$ cat src/rtl/eipd_cfg.svh
// Constants for the external interrupt pair detector.
// Assumes inclusion by the package and the design module only.
`ifndef EIPD_CFG_SVH
`define EIPD_CFG_SVH
`define EIPD_PIN_SEL_W     3
`define EIPD_PIN_COUNT     8
`define EIPD_CTRL_W        8
`define EIPD_A_PEND_BIT    1
`define EIPD_B_PEND_BIT    3
`define EIPD_SEL_RESET     3'h0
`define EIPD_CTRL_RESET    8'h00
`define EIPD_SYNC_RESET    2'h0
`endif

$ cat src/rtl/eipd_pkg.sv
// Types shared by the external interrupt pair detector.
// Assumes eipd_cfg.svh is on the include path.
`include "eipd_cfg.svh"
package eipd_pkg;
   typedef struct packed {
      logic                       edgeSelect;
      logic                       polarity;
      logic [`EIPD_PIN_SEL_W-1:0] pinSelect;
   } eipd_chan_cfg_t;
   typedef enum logic [1:0] {
      EIPD_LOW_LEVEL  = 2'h0,
      EIPD_HIGH_LEVEL = 2'h1,
      EIPD_LOW_EDGE   = 2'h2,
      EIPD_HIGH_EDGE  = 2'h3
   } eipd_mode_t;
endpackage

$ cat src/rtl/eipd_detect.sv
// Two external interrupt inputs watching selectable port pins.
// Assumes pins are synchronous, vector acks are one-cycle pulses from the CPU.
// Assumes the configuration comes from registers held outside this block.
// Changing polarity or mode reinterprets the held pin and may itself flag an edge.
// The pending flags reach the ports one registered stage after detection.
// Overview of operation
// - Each input has a polarity bit choosing active-high or active-low pin state.
// - Each input has a bit choosing edge or level detection.
// - Edge bit 1 means edge, 0 level; polarity 1 high, 0 low.
// - Watched pin chosen by configuration select, independent of crossbar routing.
// - Monitoring only reads the pin and never disturbs its peripheral.
// - Pending flags sit at bits 1 and 3 of the control byte.
// - Edge mode pending clears when the CPU vectors to the routine.
// - Level mode pending equals whether the input is currently active.
// - In level mode, input still active after servicing raises another request.
`timescale 1ns/1ps
`default_nettype none
`include "eipd_cfg.svh"

module eipd_detect (
   input  wire logic                          clk,
   input  wire logic                          reset,
   input  wire logic [`EIPD_PIN_COUNT-1:0]    portPins,
   input  wire eipd_pkg::eipd_chan_cfg_t      cfgA,
   input  wire eipd_pkg::eipd_chan_cfg_t      cfgB,
   input  wire logic                          vectorAckA,
   input  wire logic                          vectorAckB,
   output logic                               irqAPending,
   output logic                               irqBPending,
   output logic [`EIPD_CTRL_W-1:0]            timerIrqControlReg
);

   localparam logic [`EIPD_CTRL_W-1:0] CtrlReset = `EIPD_CTRL_RESET;

   eipd_pkg::eipd_chan_cfg_t cfg [2];

   logic                     ack [2];

   logic                     pend_q [2];

   assign cfg[0] = cfgA;
   assign cfg[1] = cfgB;

   assign ack[0] = vectorAckA;
   assign ack[1] = vectorAckB;

   // Observing a pin is a pure read; nothing is driven back onto the port.
   genvar i;
   generate
      for (i = 0; i < 2; i++) begin : gChan
         logic [1:0]           sync_q;

         logic [1:0]           sync_d;

         logic                 prev_q;

         logic                 prev_d;

         logic                 pend_d;

         logic                 setPend;

         logic                 clearPend;

         logic                 rawPin;

         logic                 active;

         logic                 rising;

         logic                 isEdge;

         logic                 activeHigh;

         eipd_pkg::eipd_mode_t mode;

         assign rawPin = portPins[cfg[i].pinSelect];

         assign mode = eipd_pkg::eipd_mode_t'({cfg[i].edgeSelect, cfg[i].polarity});

         always_comb begin
            isEdge     = 1'b0;
            activeHigh = 1'b0;

            unique case (mode)
               eipd_pkg::EIPD_LOW_LEVEL: begin
                  isEdge     = 1'b0;
                  activeHigh = 1'b0;
               end

               eipd_pkg::EIPD_HIGH_LEVEL: begin
                  isEdge     = 1'b0;
                  activeHigh = 1'b1;
               end

               eipd_pkg::EIPD_LOW_EDGE: begin
                  isEdge     = 1'b1;
                  activeHigh = 1'b0;
               end

               eipd_pkg::EIPD_HIGH_EDGE: begin
                  isEdge     = 1'b1;
                  activeHigh = 1'b1;
               end
            endcase
         end

         // Only the second flop feeds detection, so a changing pin is never read twice.
         always_comb begin
            sync_d = {sync_q[0], rawPin};
         end

         always_ff @(posedge clk or posedge reset) begin
            if (reset) begin
               sync_q <= `EIPD_SYNC_RESET;
            end else begin
               sync_q <= sync_d;
            end
         end

         assign active = activeHigh ? sync_q[1] : ~sync_q[1];

         always_comb begin
            prev_d = active;
         end

         // Reset to active; an active-low pin held active through reset gives no edge, an active-high one does.
         always_ff @(posedge clk or posedge reset) begin
            if (reset) begin
               prev_q <= 1'b1;
            end else begin
               prev_q <= prev_d;
            end
         end

         assign rising = active && !prev_q;

         assign setPend = isEdge && rising;

         assign clearPend = isEdge && ack[i] && !rising;

         // A new edge in the ack cycle wins over the clear so no event is lost.
         always_comb begin
            pend_d = pend_q[i];
            if (!isEdge) begin
               pend_d = active;
            end else if (setPend) begin
               pend_d = 1'b1;
            end else if (clearPend) begin
               pend_d = 1'b0;
            end
         end

         // Pending flag of this channel.
         always_ff @(posedge clk or posedge reset) begin
            if (reset) begin
               pend_q[i] <= 1'b0;
            end else begin
               pend_q[i] <= pend_d;
            end
         end
      end
   endgenerate

   logic [`EIPD_CTRL_W-1:0] ctrl_d;

   logic                    irqAPending_d;

   logic                    irqBPending_d;

   // Spare bits hold their reset value so software always reads them as zero.
   genvar j;
   generate
      for (j = 0; j < `EIPD_CTRL_W; j++) begin : gCtrlBit
         if (j == `EIPD_A_PEND_BIT) begin : gA
            assign ctrl_d[j] = pend_q[0];
         end else if (j == `EIPD_B_PEND_BIT) begin : gB
            assign ctrl_d[j] = pend_q[1];
         end else begin : gSpare
            assign ctrl_d[j] = CtrlReset[j];
         end
      end
   endgenerate

   always_comb begin
      irqAPending_d = pend_q[0];
   end

   always_comb begin
      irqBPending_d = pend_q[1];
   end

   // Outputs come straight from flops; this costs one cycle of latency.
   always_ff @(posedge clk or posedge reset) begin
      if (reset) begin
         irqAPending <= 1'b0;
      end else begin
         irqAPending <= irqAPending_d;
      end
   end

   // Channel B pending as seen by the CPU.
   always_ff @(posedge clk or posedge reset) begin
      if (reset) begin
         irqBPending <= 1'b0;
      end else begin
         irqBPending <= irqBPending_d;
      end
   end

   // Control byte image with both pending bits in place.
   always_ff @(posedge clk or posedge reset) begin
      if (reset) begin
         timerIrqControlReg <= `EIPD_CTRL_RESET;
      end else begin
         timerIrqControlReg <= ctrl_d;
      end
   end
endmodule
`default_nettype wire

$ cat config.mk
export PLATFORM = sky130hd
export DESIGN_NAME = eipd_detect
export DESIGN_NICKNAME = d
export VERILOG_FILES = /design/src/rtl/eipd_pkg.sv /design/src/rtl/eipd_detect.sv
export VERILOG_INCLUDE_DIRS = /design/src /design/src/rtl
export SDC_FILE = /design/constraint.sdc
export NUM_CORES = 1
export LEC_CHECK = 0
export ABC_AREA = 1
export ABC_CLOCK_PERIOD_IN_PS = 1400
export BUFFER_PORTS_ARGS = -buffer_cell sky130_fd_sc_hd__buf_2
export CAP_MARGIN = 20
export CORE_MARGIN = 2
export CORE_UTILIZATION = 40
export DETAILED_ROUTE_END_ITERATION = 12
export PLACE_DENSITY = 0.77
export SYNTH_ARGS = -nofsm -noshare
export SYNTH_HDL_FRONTEND = slang
export SYNTH_SLANG_ARGS = --single-unit
$ cat constraint.sdc
create_clock -name clk -period 1.4 [get_ports clk]
set_clock_uncertainty 0.1 [all_clocks]
set_input_delay 0 -clock clk [delete_from_list [all_inputs] [get_ports clk]]
set_output_delay 0 -clock clk [all_outputs]
set_load 0.02 [all_outputs]
After elaboration in Yosys (flattened, before gate mapping):

Index checks and enable logic that the tools add are counted.

* bits in registers: 12
* output and inout port bits: 10
* logic and storage cells: 59

* order comparisons: 2
* equal/unequal tests: 8
* multiplexer cells: 16
* bitwise operators: 2
* reduce and logical (&&, ||, !) cells: 22

Operators by type and width (number)
* OR reduction 2 bit: 8
* 2-to-1 mux 1 bit: 10
* equality test 2 bit (second input constant): 4
* logical AND 1 bit: 8
* < comparator 3 x 4 -> 1 bit (second input constant): 2
* one-hot mux 1 bit (2 select lines): 4
* binary-select mux 1 bit (select 3 bit): 2
* inequality test 3 bit (second input constant): 2
* equality test 2 x 1 -> 1 bit (second input constant): 2
* logical NOT 1 bit: 4
* logical NOT 2 bit: 2
* NOT 1 bit: 2

Logic depth before layout (Yosys ltp):

Gate-level depths: netlist of the first run.

* depth after elaboration: 10
* gate-level depth with buffers: 6
* mapped depth without buffers: 6

Worst setup path before layout of the first run:

OpenSTA, ideal clock, no wires.

* path type: register -> register
* from: reg gChan[1].prev_q
* to: reg pend_q (netlist bit irqBPending_d)
* library setup time: 0.126 ns
* arrival: 0.636 ns
* data required time: 1.174 ns
* path slack: 0.538 ns
* cell stages (with the launch flop): 4
* clock period less this slack: 0.862 ns
* path through: dfstp_2 nand2_1 nand2_1 o21ai_0

* longest elaborated chain between the ends: 5
* elaborated cells between the ends (all ways): 8
* those cells by class: eq/ne: 1; mux: 2; reduce/logical: 5

RTL lines
* start: declaration: line eipd_detect.sv:55 `logic prev_q;`
* start signal: assignment: line eipd_detect.sv:132 `prev_q <= prev_d;`
* logical NOT 1 bit (*): line eipd_detect.sv:136 `assign rising = active && !prev_q;`
* logical AND 1 bit (*): line eipd_detect.sv:136
* logical NOT 1 bit / logical AND 1 bit (equally long branches): line eipd_detect.sv:140, eipd_detect.sv:138
* logical AND 1 bit / 2-to-1 mux 1 bit (equally long branches): line eipd_detect.sv:140, eipd_detect.sv:147
* inequality test 3 bit (no line) / 2-to-1 mux 1 bit (equally long branches)
* end signal: indexed assignment: line eipd_detect.sv:159 `pend_q[i] <= pend_d;`
* end: declaration: line eipd_detect.sv:39 `logic pend_q [2];`

Every way passes the cells marked *; elsewhere a longest branch is shown, timed or not.
A chain may end at the register's enable or synchronous reset.

Final worst setup path of the first run:

* from: in vectorAckA
* to: reg pend_q (netlist bit irqAPending_d)

* longest elaborated chain between the ends: 3

RTL lines
* start: declaration: line eipd_detect.sv:26 `input wire logic vectorAckA,`
* logical AND 1 bit (2 in series): line eipd_detect.sv:140 `assign clearPend = isEdge && ack[i] && !rising;`
* inequality test 3 bit (no line)

Every way passes these cells.

==> results of run 1 <==
==> critical path, delay by kind of cell <==
kind / cells / cell delay [ns]
buffers and inverters: 3 / 1.21
AND/OR/NAND/NOR: 2 / 0.21
==> power groups by stage <==
| stage | Sequential [mW] | Clock (mW) | Combinational [mW] |
|---|---|---|---|
| 6_report | 0.359 | 0.182 | 0.202 |
| 5_1_grt | 0.363 | 0.201 | 0.227 |
| 4_1_cts | 0.360 | 0.194 | 0.204 |
| 3_5_place_dp | 0.364 | 0 | 0.179 |
| 3_3_place_gp | 0.361 | 0 | 0.174 |
| 2_1_floorplan | 0.375 | 0 | 0.124 |
==> how the worst min path moves through the flow <==
stage / from / to / slack (ns) / cells past startpoint
3_3_place_gp: reset / timerIrqControlReg[1]$_DFF_PP0_ / -0.12 / 2
4_1_cts: cfgA[1] / gChan[0].sync_q[0]$_DFF_PP0_ / 0.0005 / 5
5_1_grt: cfgA[1] / gChan[0].sync_q[0]$_DFF_PP0_ / 0.03 / 5
3_5_place_dp: reset / timerIrqControlReg[3]$_DFF_PP0_ / -0.12 / 2
2_1_floorplan: reset / gChan[0].sync_q[0]$_DFF_PP0_ / -0.26 / 1
6_report: cfgA[1] / gChan[0].sync_q[0]$_DFF_PP0_ / 0.004 / 5
==> state kept, by name, summed over array words and instances, names as in the netlist <==
signal,count
gChan.prev_q,2
gChan.sync_q,4
irqAPending_d,1
irqBPending_d,1
timerIrqControlReg,2
==> final cells by class <==
cell class,instances,area [µm²],area share [%]
tap,15,18.8,2.35
sequential,10,253,31.7
multi-input combinational,50,213,26.6
timing repair buffer,36,235,29.5
inverter,15,56.3,7.05
clock buffer,3,22.5,2.82
==> cells in the final DEF (no fill, tap or decap) <==
cell type and n:
inv_2 2, dfstp_2 2, clkbuf_4 3, conb_1 6
nand3b_1 1, nand3_1 8, dlygate4sd3_1 11, inv_1 13
nand2_1 32, o21ai_0 1, buf_2 25, xnor2_1 2
dfrtp_1 8
==> layer usage <==
metal	track usage, %	share of wire [%]	vias to the layer above
met2	23.1	47	25
li1	-	-	289
met3	3.48	9.7	4
met1	16.0	40	223
met4	11.6	2.7	0
met5	0	0	-
==> cells by family (layout without fill, tap and decap cells) <==
logic type,after synthesis,after routing,share of synthesized area (%)
compound gates,1,1,0.888
flops,10,10,44.9
buf+inv,23,54,20.7
simple gates,41,41,29.8
other cells,1,6,0.666
xor+xnor,2,2,3.11
==> through the flow <==
stage	setup WS, ns	hold slack, ns
floorplan	0.538	-0.261
CTS	0.108	0.000458
finish	0.0789	0.00405
global placement	0.533	-0.124
detailed placement	0.502	-0.115
global route	0.0441	0.0313
==> flow_summary.json, run 1 <==
{
  "synth-edff-count": 0,
  "track_usage_pct": 14.4,
  "place_area_um2": 666,
  "cts_max_path_buffers": 2,
  "status": "finished, final reports clean",
  "ctsHoldBuffers": 11,
  "final-max-slew-violation-count": 0,
  "critPathMaxFanout": 1,
  "rows": 13,
  "fp.coreArea_mm2": 0.00130,
  "synthArstFlopShare_pct": 100,
  "grt_pass1_vias": 488,
  "cts_setup_buffers": 0,
  "cell_internal_pwr_uw": 527,
  "pwr-share-seq_pct": 48.3,
  "power_uw": 743,
  "critPathLaunch": "vectorAckA",
  "cts.sinks": 10,
  "viasPerCell": 4.19,
  "routed_wl_um": 1070,
  "cts_tree": "yes",
  "crit_chain": "dlygate4sd3_1, buf_2, nand3b_1, dlygate4sd3_1, nand2_1",
  "setup_tns_ns": 0,
  "synth_top_cell_by_area": "dfrtp_1",
  "grt_pass1_wl_um": 1880,
  "power_frac_clock_pct": 24.5,
  "r2r_setup_slack_ns": 0.11,
  "r2r_end": "irqAPending_d$_DFFE_PP0P_",
  "start_util_pct": 43.3,
  "synth.cells.most_frequent": "nand2_1 (32), inv_1 (13), buf_4 (8), dfrtp_1 (8), nand3_1 (8)",
  "gp_congestion": 0.781,
  "area_delta_synth_final_pct": 41.8,
  "drive_gt1_share_pct": 28.1,
  "antennaDiodeCount": 0,
  "final_cells": 129,
  "die_h_um": 41.5,
  "r2r-start": "irqAPending_d$_DFFE_PP0P_",
  "ir_worst_vdd_v": 0.000355,
  "setup_viol": 0,
  "rsz0062_at_grt": "false",
  "ant_nets": 0,
  "cts_buffers": 3,
  "synth-main-ff-cell": "dfrtp_1",
  "fin_nets": 138,
  "hold_class": "input pin to register",
  "power.leakage_nw": 0.478,
  "switching_share_pct": 29.0,
  "dp_cells": 115,
  "fill_cells": 136,
  "path_clk_slew_ns": 0.06,
  "arrival_ns": 1.42,
  "yosysMostFrequentCell": "nand2_1",
  "ys_seq_area_share_pct": 44.9,
  "synth.distinct_cells": 11,
  "utilization_pct": 61.3,
  "cts_max_level": 1,
  "first_pass_iters": 2,
  "switching_power_uw": 215,
  "critPathKind": "input pin to register",
  "drt_iter0_drc": 1,
  "setup.worst_path.end": "irqAPending_d$_DFFE_PP0P_",
  "gr-total-overflow": 0,
  "design_area_um2": 798,
  "yosysTopAreaCellShare_pct": 35.6,
  "routedWlPerCell_um": 8.33,
  "timing.final.crit_share_pct": 94.4,
  "vias": 541,
  "power_density_mw_per_mm2": 930,
  "clk_latency_ns": 0.25,
  "cap_violations": 0,
  "required_ns": 1.50,
  "drc": 0,
  "die-area_mm2": 0.00172,
  "r2r_cells": 3,
  "grt_antenna_before_repair": 0,
  "synth-seq-cells": 10,
  "io_pins": 32,
  "crit_slowest_cell": "dlygate4sd3_1",
  "max_freq_ghz": 0.757,
  "final_hold_viol_count": 0,
  "syn_avg_cell_area_um2": 7.22,
  "die_x_um": 41.5,
  "cts-root-buf": "clkbuf_4",
  "grt_max_degree": 11,
  "yosys_warnings": 0,
  "netlist_area_um2": 563,
  "end_kind": "register",
  "startpoint_type": "input pin",
  "syn_inst": 78,
  "cpMostUsedCell": "dlygate4sd3_1",
  "finalCriticalPeriod_ns": 1.32,
  "ys_top_cells_by_area": "dfrtp_1 (36%), nand2_1 (21%), buf_4 (11%), dfstp_2 (9.3%), inv_1 (8.7%)",
  "place_hpwl_um": 855,
  "combPwrFrac_pct": 27.2,
  "cpPeakStageDelay_ns": 0.57,
  "port_buffers": 25,
  "ctsResizeCount": 0
}
Note: power is estimated with default switching activity, not from simulation.
==> run 2: changes to the inputs <==
CORE_AREA = 2 2 39 41   (was not set)
CORE_MARGIN = not set   (was 2)
CORE_UTILIZATION = not set   (was 40)
CTS_BUF_LIST = sky130_fd_sc_hd__clkbuf_2   (was not set)
DIE_AREA = 0 0 41 43   (was not set)
PLACE_DENSITY = 0.8   (was 0.77)
==> flow_summary.json, run 2 (same netlist as run 1, synthesis figures left out) <==
{
  "top_regs": "gChan.sync_q (4), gChan.prev_q (2), timerIrqControlReg (2)",
  "min_to": "gChan[1].sync_q[0]$_DFF_PP0_",
  "pwr-share-seq_pct": 50.0,
  "timing.final.crit_share_pct": 94.8,
  "cpMostUsedCell": "dlygate4sd3_1",
  "drive_gt1_share_pct": 27.6,
  "fp.coreArea_mm2": 0.00138,
  "power_frac_clock_pct": 20.6,
  "power_density_mw_per_mm2": 875,
  "ctsResizeCount": 0,
  "die-area_mm2": 0.00176,
  "cts_max_path_buffers": 2,
  "start_util_pct": 40.7,
  "max_freq_ghz": 0.753,
  "final_hold_viol_count": 0,
  "clk_latency_ns": 0.24,
  "cell_internal_pwr_uw": 492,
  "fill_cells": 147,
  "layout_setup_ws_ns": 0.0728,
  "grt_pass1_vias": 523,
  "grt_pass1_wl_um": 1870,
  "setup_tns_ns": 0,
  "cap_violations": 0,
  "dp_slack_ns": 0.510,
  "status": "finished, final reports clean",
  "final-max-slew-violation-count": 0,
  "port_buffers": 25,
  "grt_max_degree": 11,
  "cts_buffers": 3,
  "setup_viol": 0,
  "crit_slowest_cell": "dlygate4sd3_1",
  "largest_reg_flops": 4,
  "r2r-start": "irqAPending_d$_DFFE_PP0P_",
  "cpPeakStageDelay_ns": 0.55,
  "combPwrFrac_pct": 29.4,
  "power.leakage_nw": 0.486,
  "ir_worst_vdd_v": 0.000361,
  "ant_nets": 0,
  "rows": 14,
  "cts_max_level": 1,
  "end_kind": "register",
  "wirelength_met1_um": 439,
  "final_cell_mix": "nand2_1 (32), buf_2 (25), inv_1 (13), dlygate4sd3_1 (13)",
  "io_pins": 32,
  "die_h_um": 43,
  "track_usage_pct": 15.9,
  "routedWlPerCell_um": 8.00,
  "viasPerCell": 4.11,
  "path_clk_slew_ns": 0.09,
  "vias": 543,
  "hold_ws_ns": 0.0380,
  "cts-root-buf": "clkbuf_2",
  "area_delta_synth_final_pct": 44.2,
  "fin_nets": 140,
  "finalCriticalPeriod_ns": 1.33,
  "r2r_cells": 3,
  "startpoint_type": "input pin",
  "gr-total-overflow": 0,
  "final_cells": 132,
  "die_x_um": 41,
  "routed_wl_um": 1060,
  "drt_iter0_drc": 1,
  "gp_congestion": 0.806,
  "drc": 0,
  "arrival_ns": 1.41,
  "switching_power_uw": 218,
  "multi_input_area_um2": 213,
  "antennaDiodeCount": 0,
  "critPathMaxFanout": 1,
  "first_pass_iters": 2,
  "layout_commonest_cell": "nand2_1",
  "cts_tree": "yes",
  "rsz0062_at_grt": "false",
  "hold_class": "input pin to register",
  "worstHoldStart": "cfgB[1]",
  "maxUsedRoutingLayer": "met4",
  "required_ns": 1.48,
  "cts.sinks": 10,
  "largest_register": "gChan.sync_q",
  "crit_chain": "dlygate4sd3_1, buf_2, nand3b_1, dlygate4sd3_1, nand2_1",
  "switching_share_pct": 30.7,
  "grt_antenna_before_repair": 0,
  "r2r_end": "irqAPending_d$_DFFE_PP0P_",
  "dp_cells": 116,
  "place_hpwl_um": 819,
  "cts_setup_buffers": 0,
  "hold_path_depth": 6,
  "route.met3.wl_um": 100,
  "critPathKind": "input pin to register",
  "regArea_um2": 253,
  "met2WireLength_um": 496,
  "ctsHoldBuffers": 13,
  "r2r_setup_slack_ns": 0.15
}
run 2: layer usage:
metal | GRT usage, % | vias to the layer above
li1 | - | 292
met1 | 16.3 | 222
met2 | 26.3 | 25
met3 | 6.28 | 4
met4 | 8.00 | 0
met5 | 0 | -
run 2: critical path: cells and delay by family:
family | cells | cell delay, ns
buffers and inverters | 3 | 1.20
AND/OR/NAND/NOR | 2 | 0.20
run 2: final cells by class:
type / count / share of cell area, %
Sequential cell: 10 / 31.1
Clock buffer: 3 / 1.85
Multi-Input combinational cell: 50 / 26.2
Timing Repair Buffer: 38 / 31.4
Tap cell: 16 / 2.47
Inverter: 15 / 6.93
run 2: worst max path at each step:
stage / start / end / slack (ns) / cells after the start
4_1_cts: vectorAckA / irqAPending_d$_DFFE_PP0P_ / 0.1 / 5
5_1_grt: vectorAckA / irqAPending_d$_DFFE_PP0P_ / 0.05 / 5
3_5_place_dp: gChan[1].prev_q$_DFF_PP1_ / irqBPending_d$_DFFE_PP0P_ / 0.51 / 3
2_1_floorplan: gChan[1].prev_q$_DFF_PP1_ / irqBPending_d$_DFFE_PP0P_ / 0.54 / 3
6_report: vectorAckA / irqAPending_d$_DFFE_PP0P_ / 0.07 / 5
3_3_place_gp: gChan[1].prev_q$_DFF_PP1_ / irqBPending_d$_DFFE_PP0P_ / 0.53 / 3
run 2: power by group through the flow:
stage	Sequential, mW	Clock [mW]	Combinational [mW]
after floorplan	0.375	0	0.124
after global placement	0.360	0	0.174
after detailed placement	0.362	0	0.179
after CTS	0.356	0.157	0.211
after global routing	0.363	0.176	0.238
final	0.355	0.146	0.209
run 2: stage by stage:
step                      util (%)  cell area, µm²  total power [mW]
after CTS                     58.7             812             0.723
final                         58.7             812             0.711
after global placement        48.2             667             0.534
after detailed placement      48.2             667             0.540
after global routing          58.7             812             0.776
after floorplan                  -             582             0.499
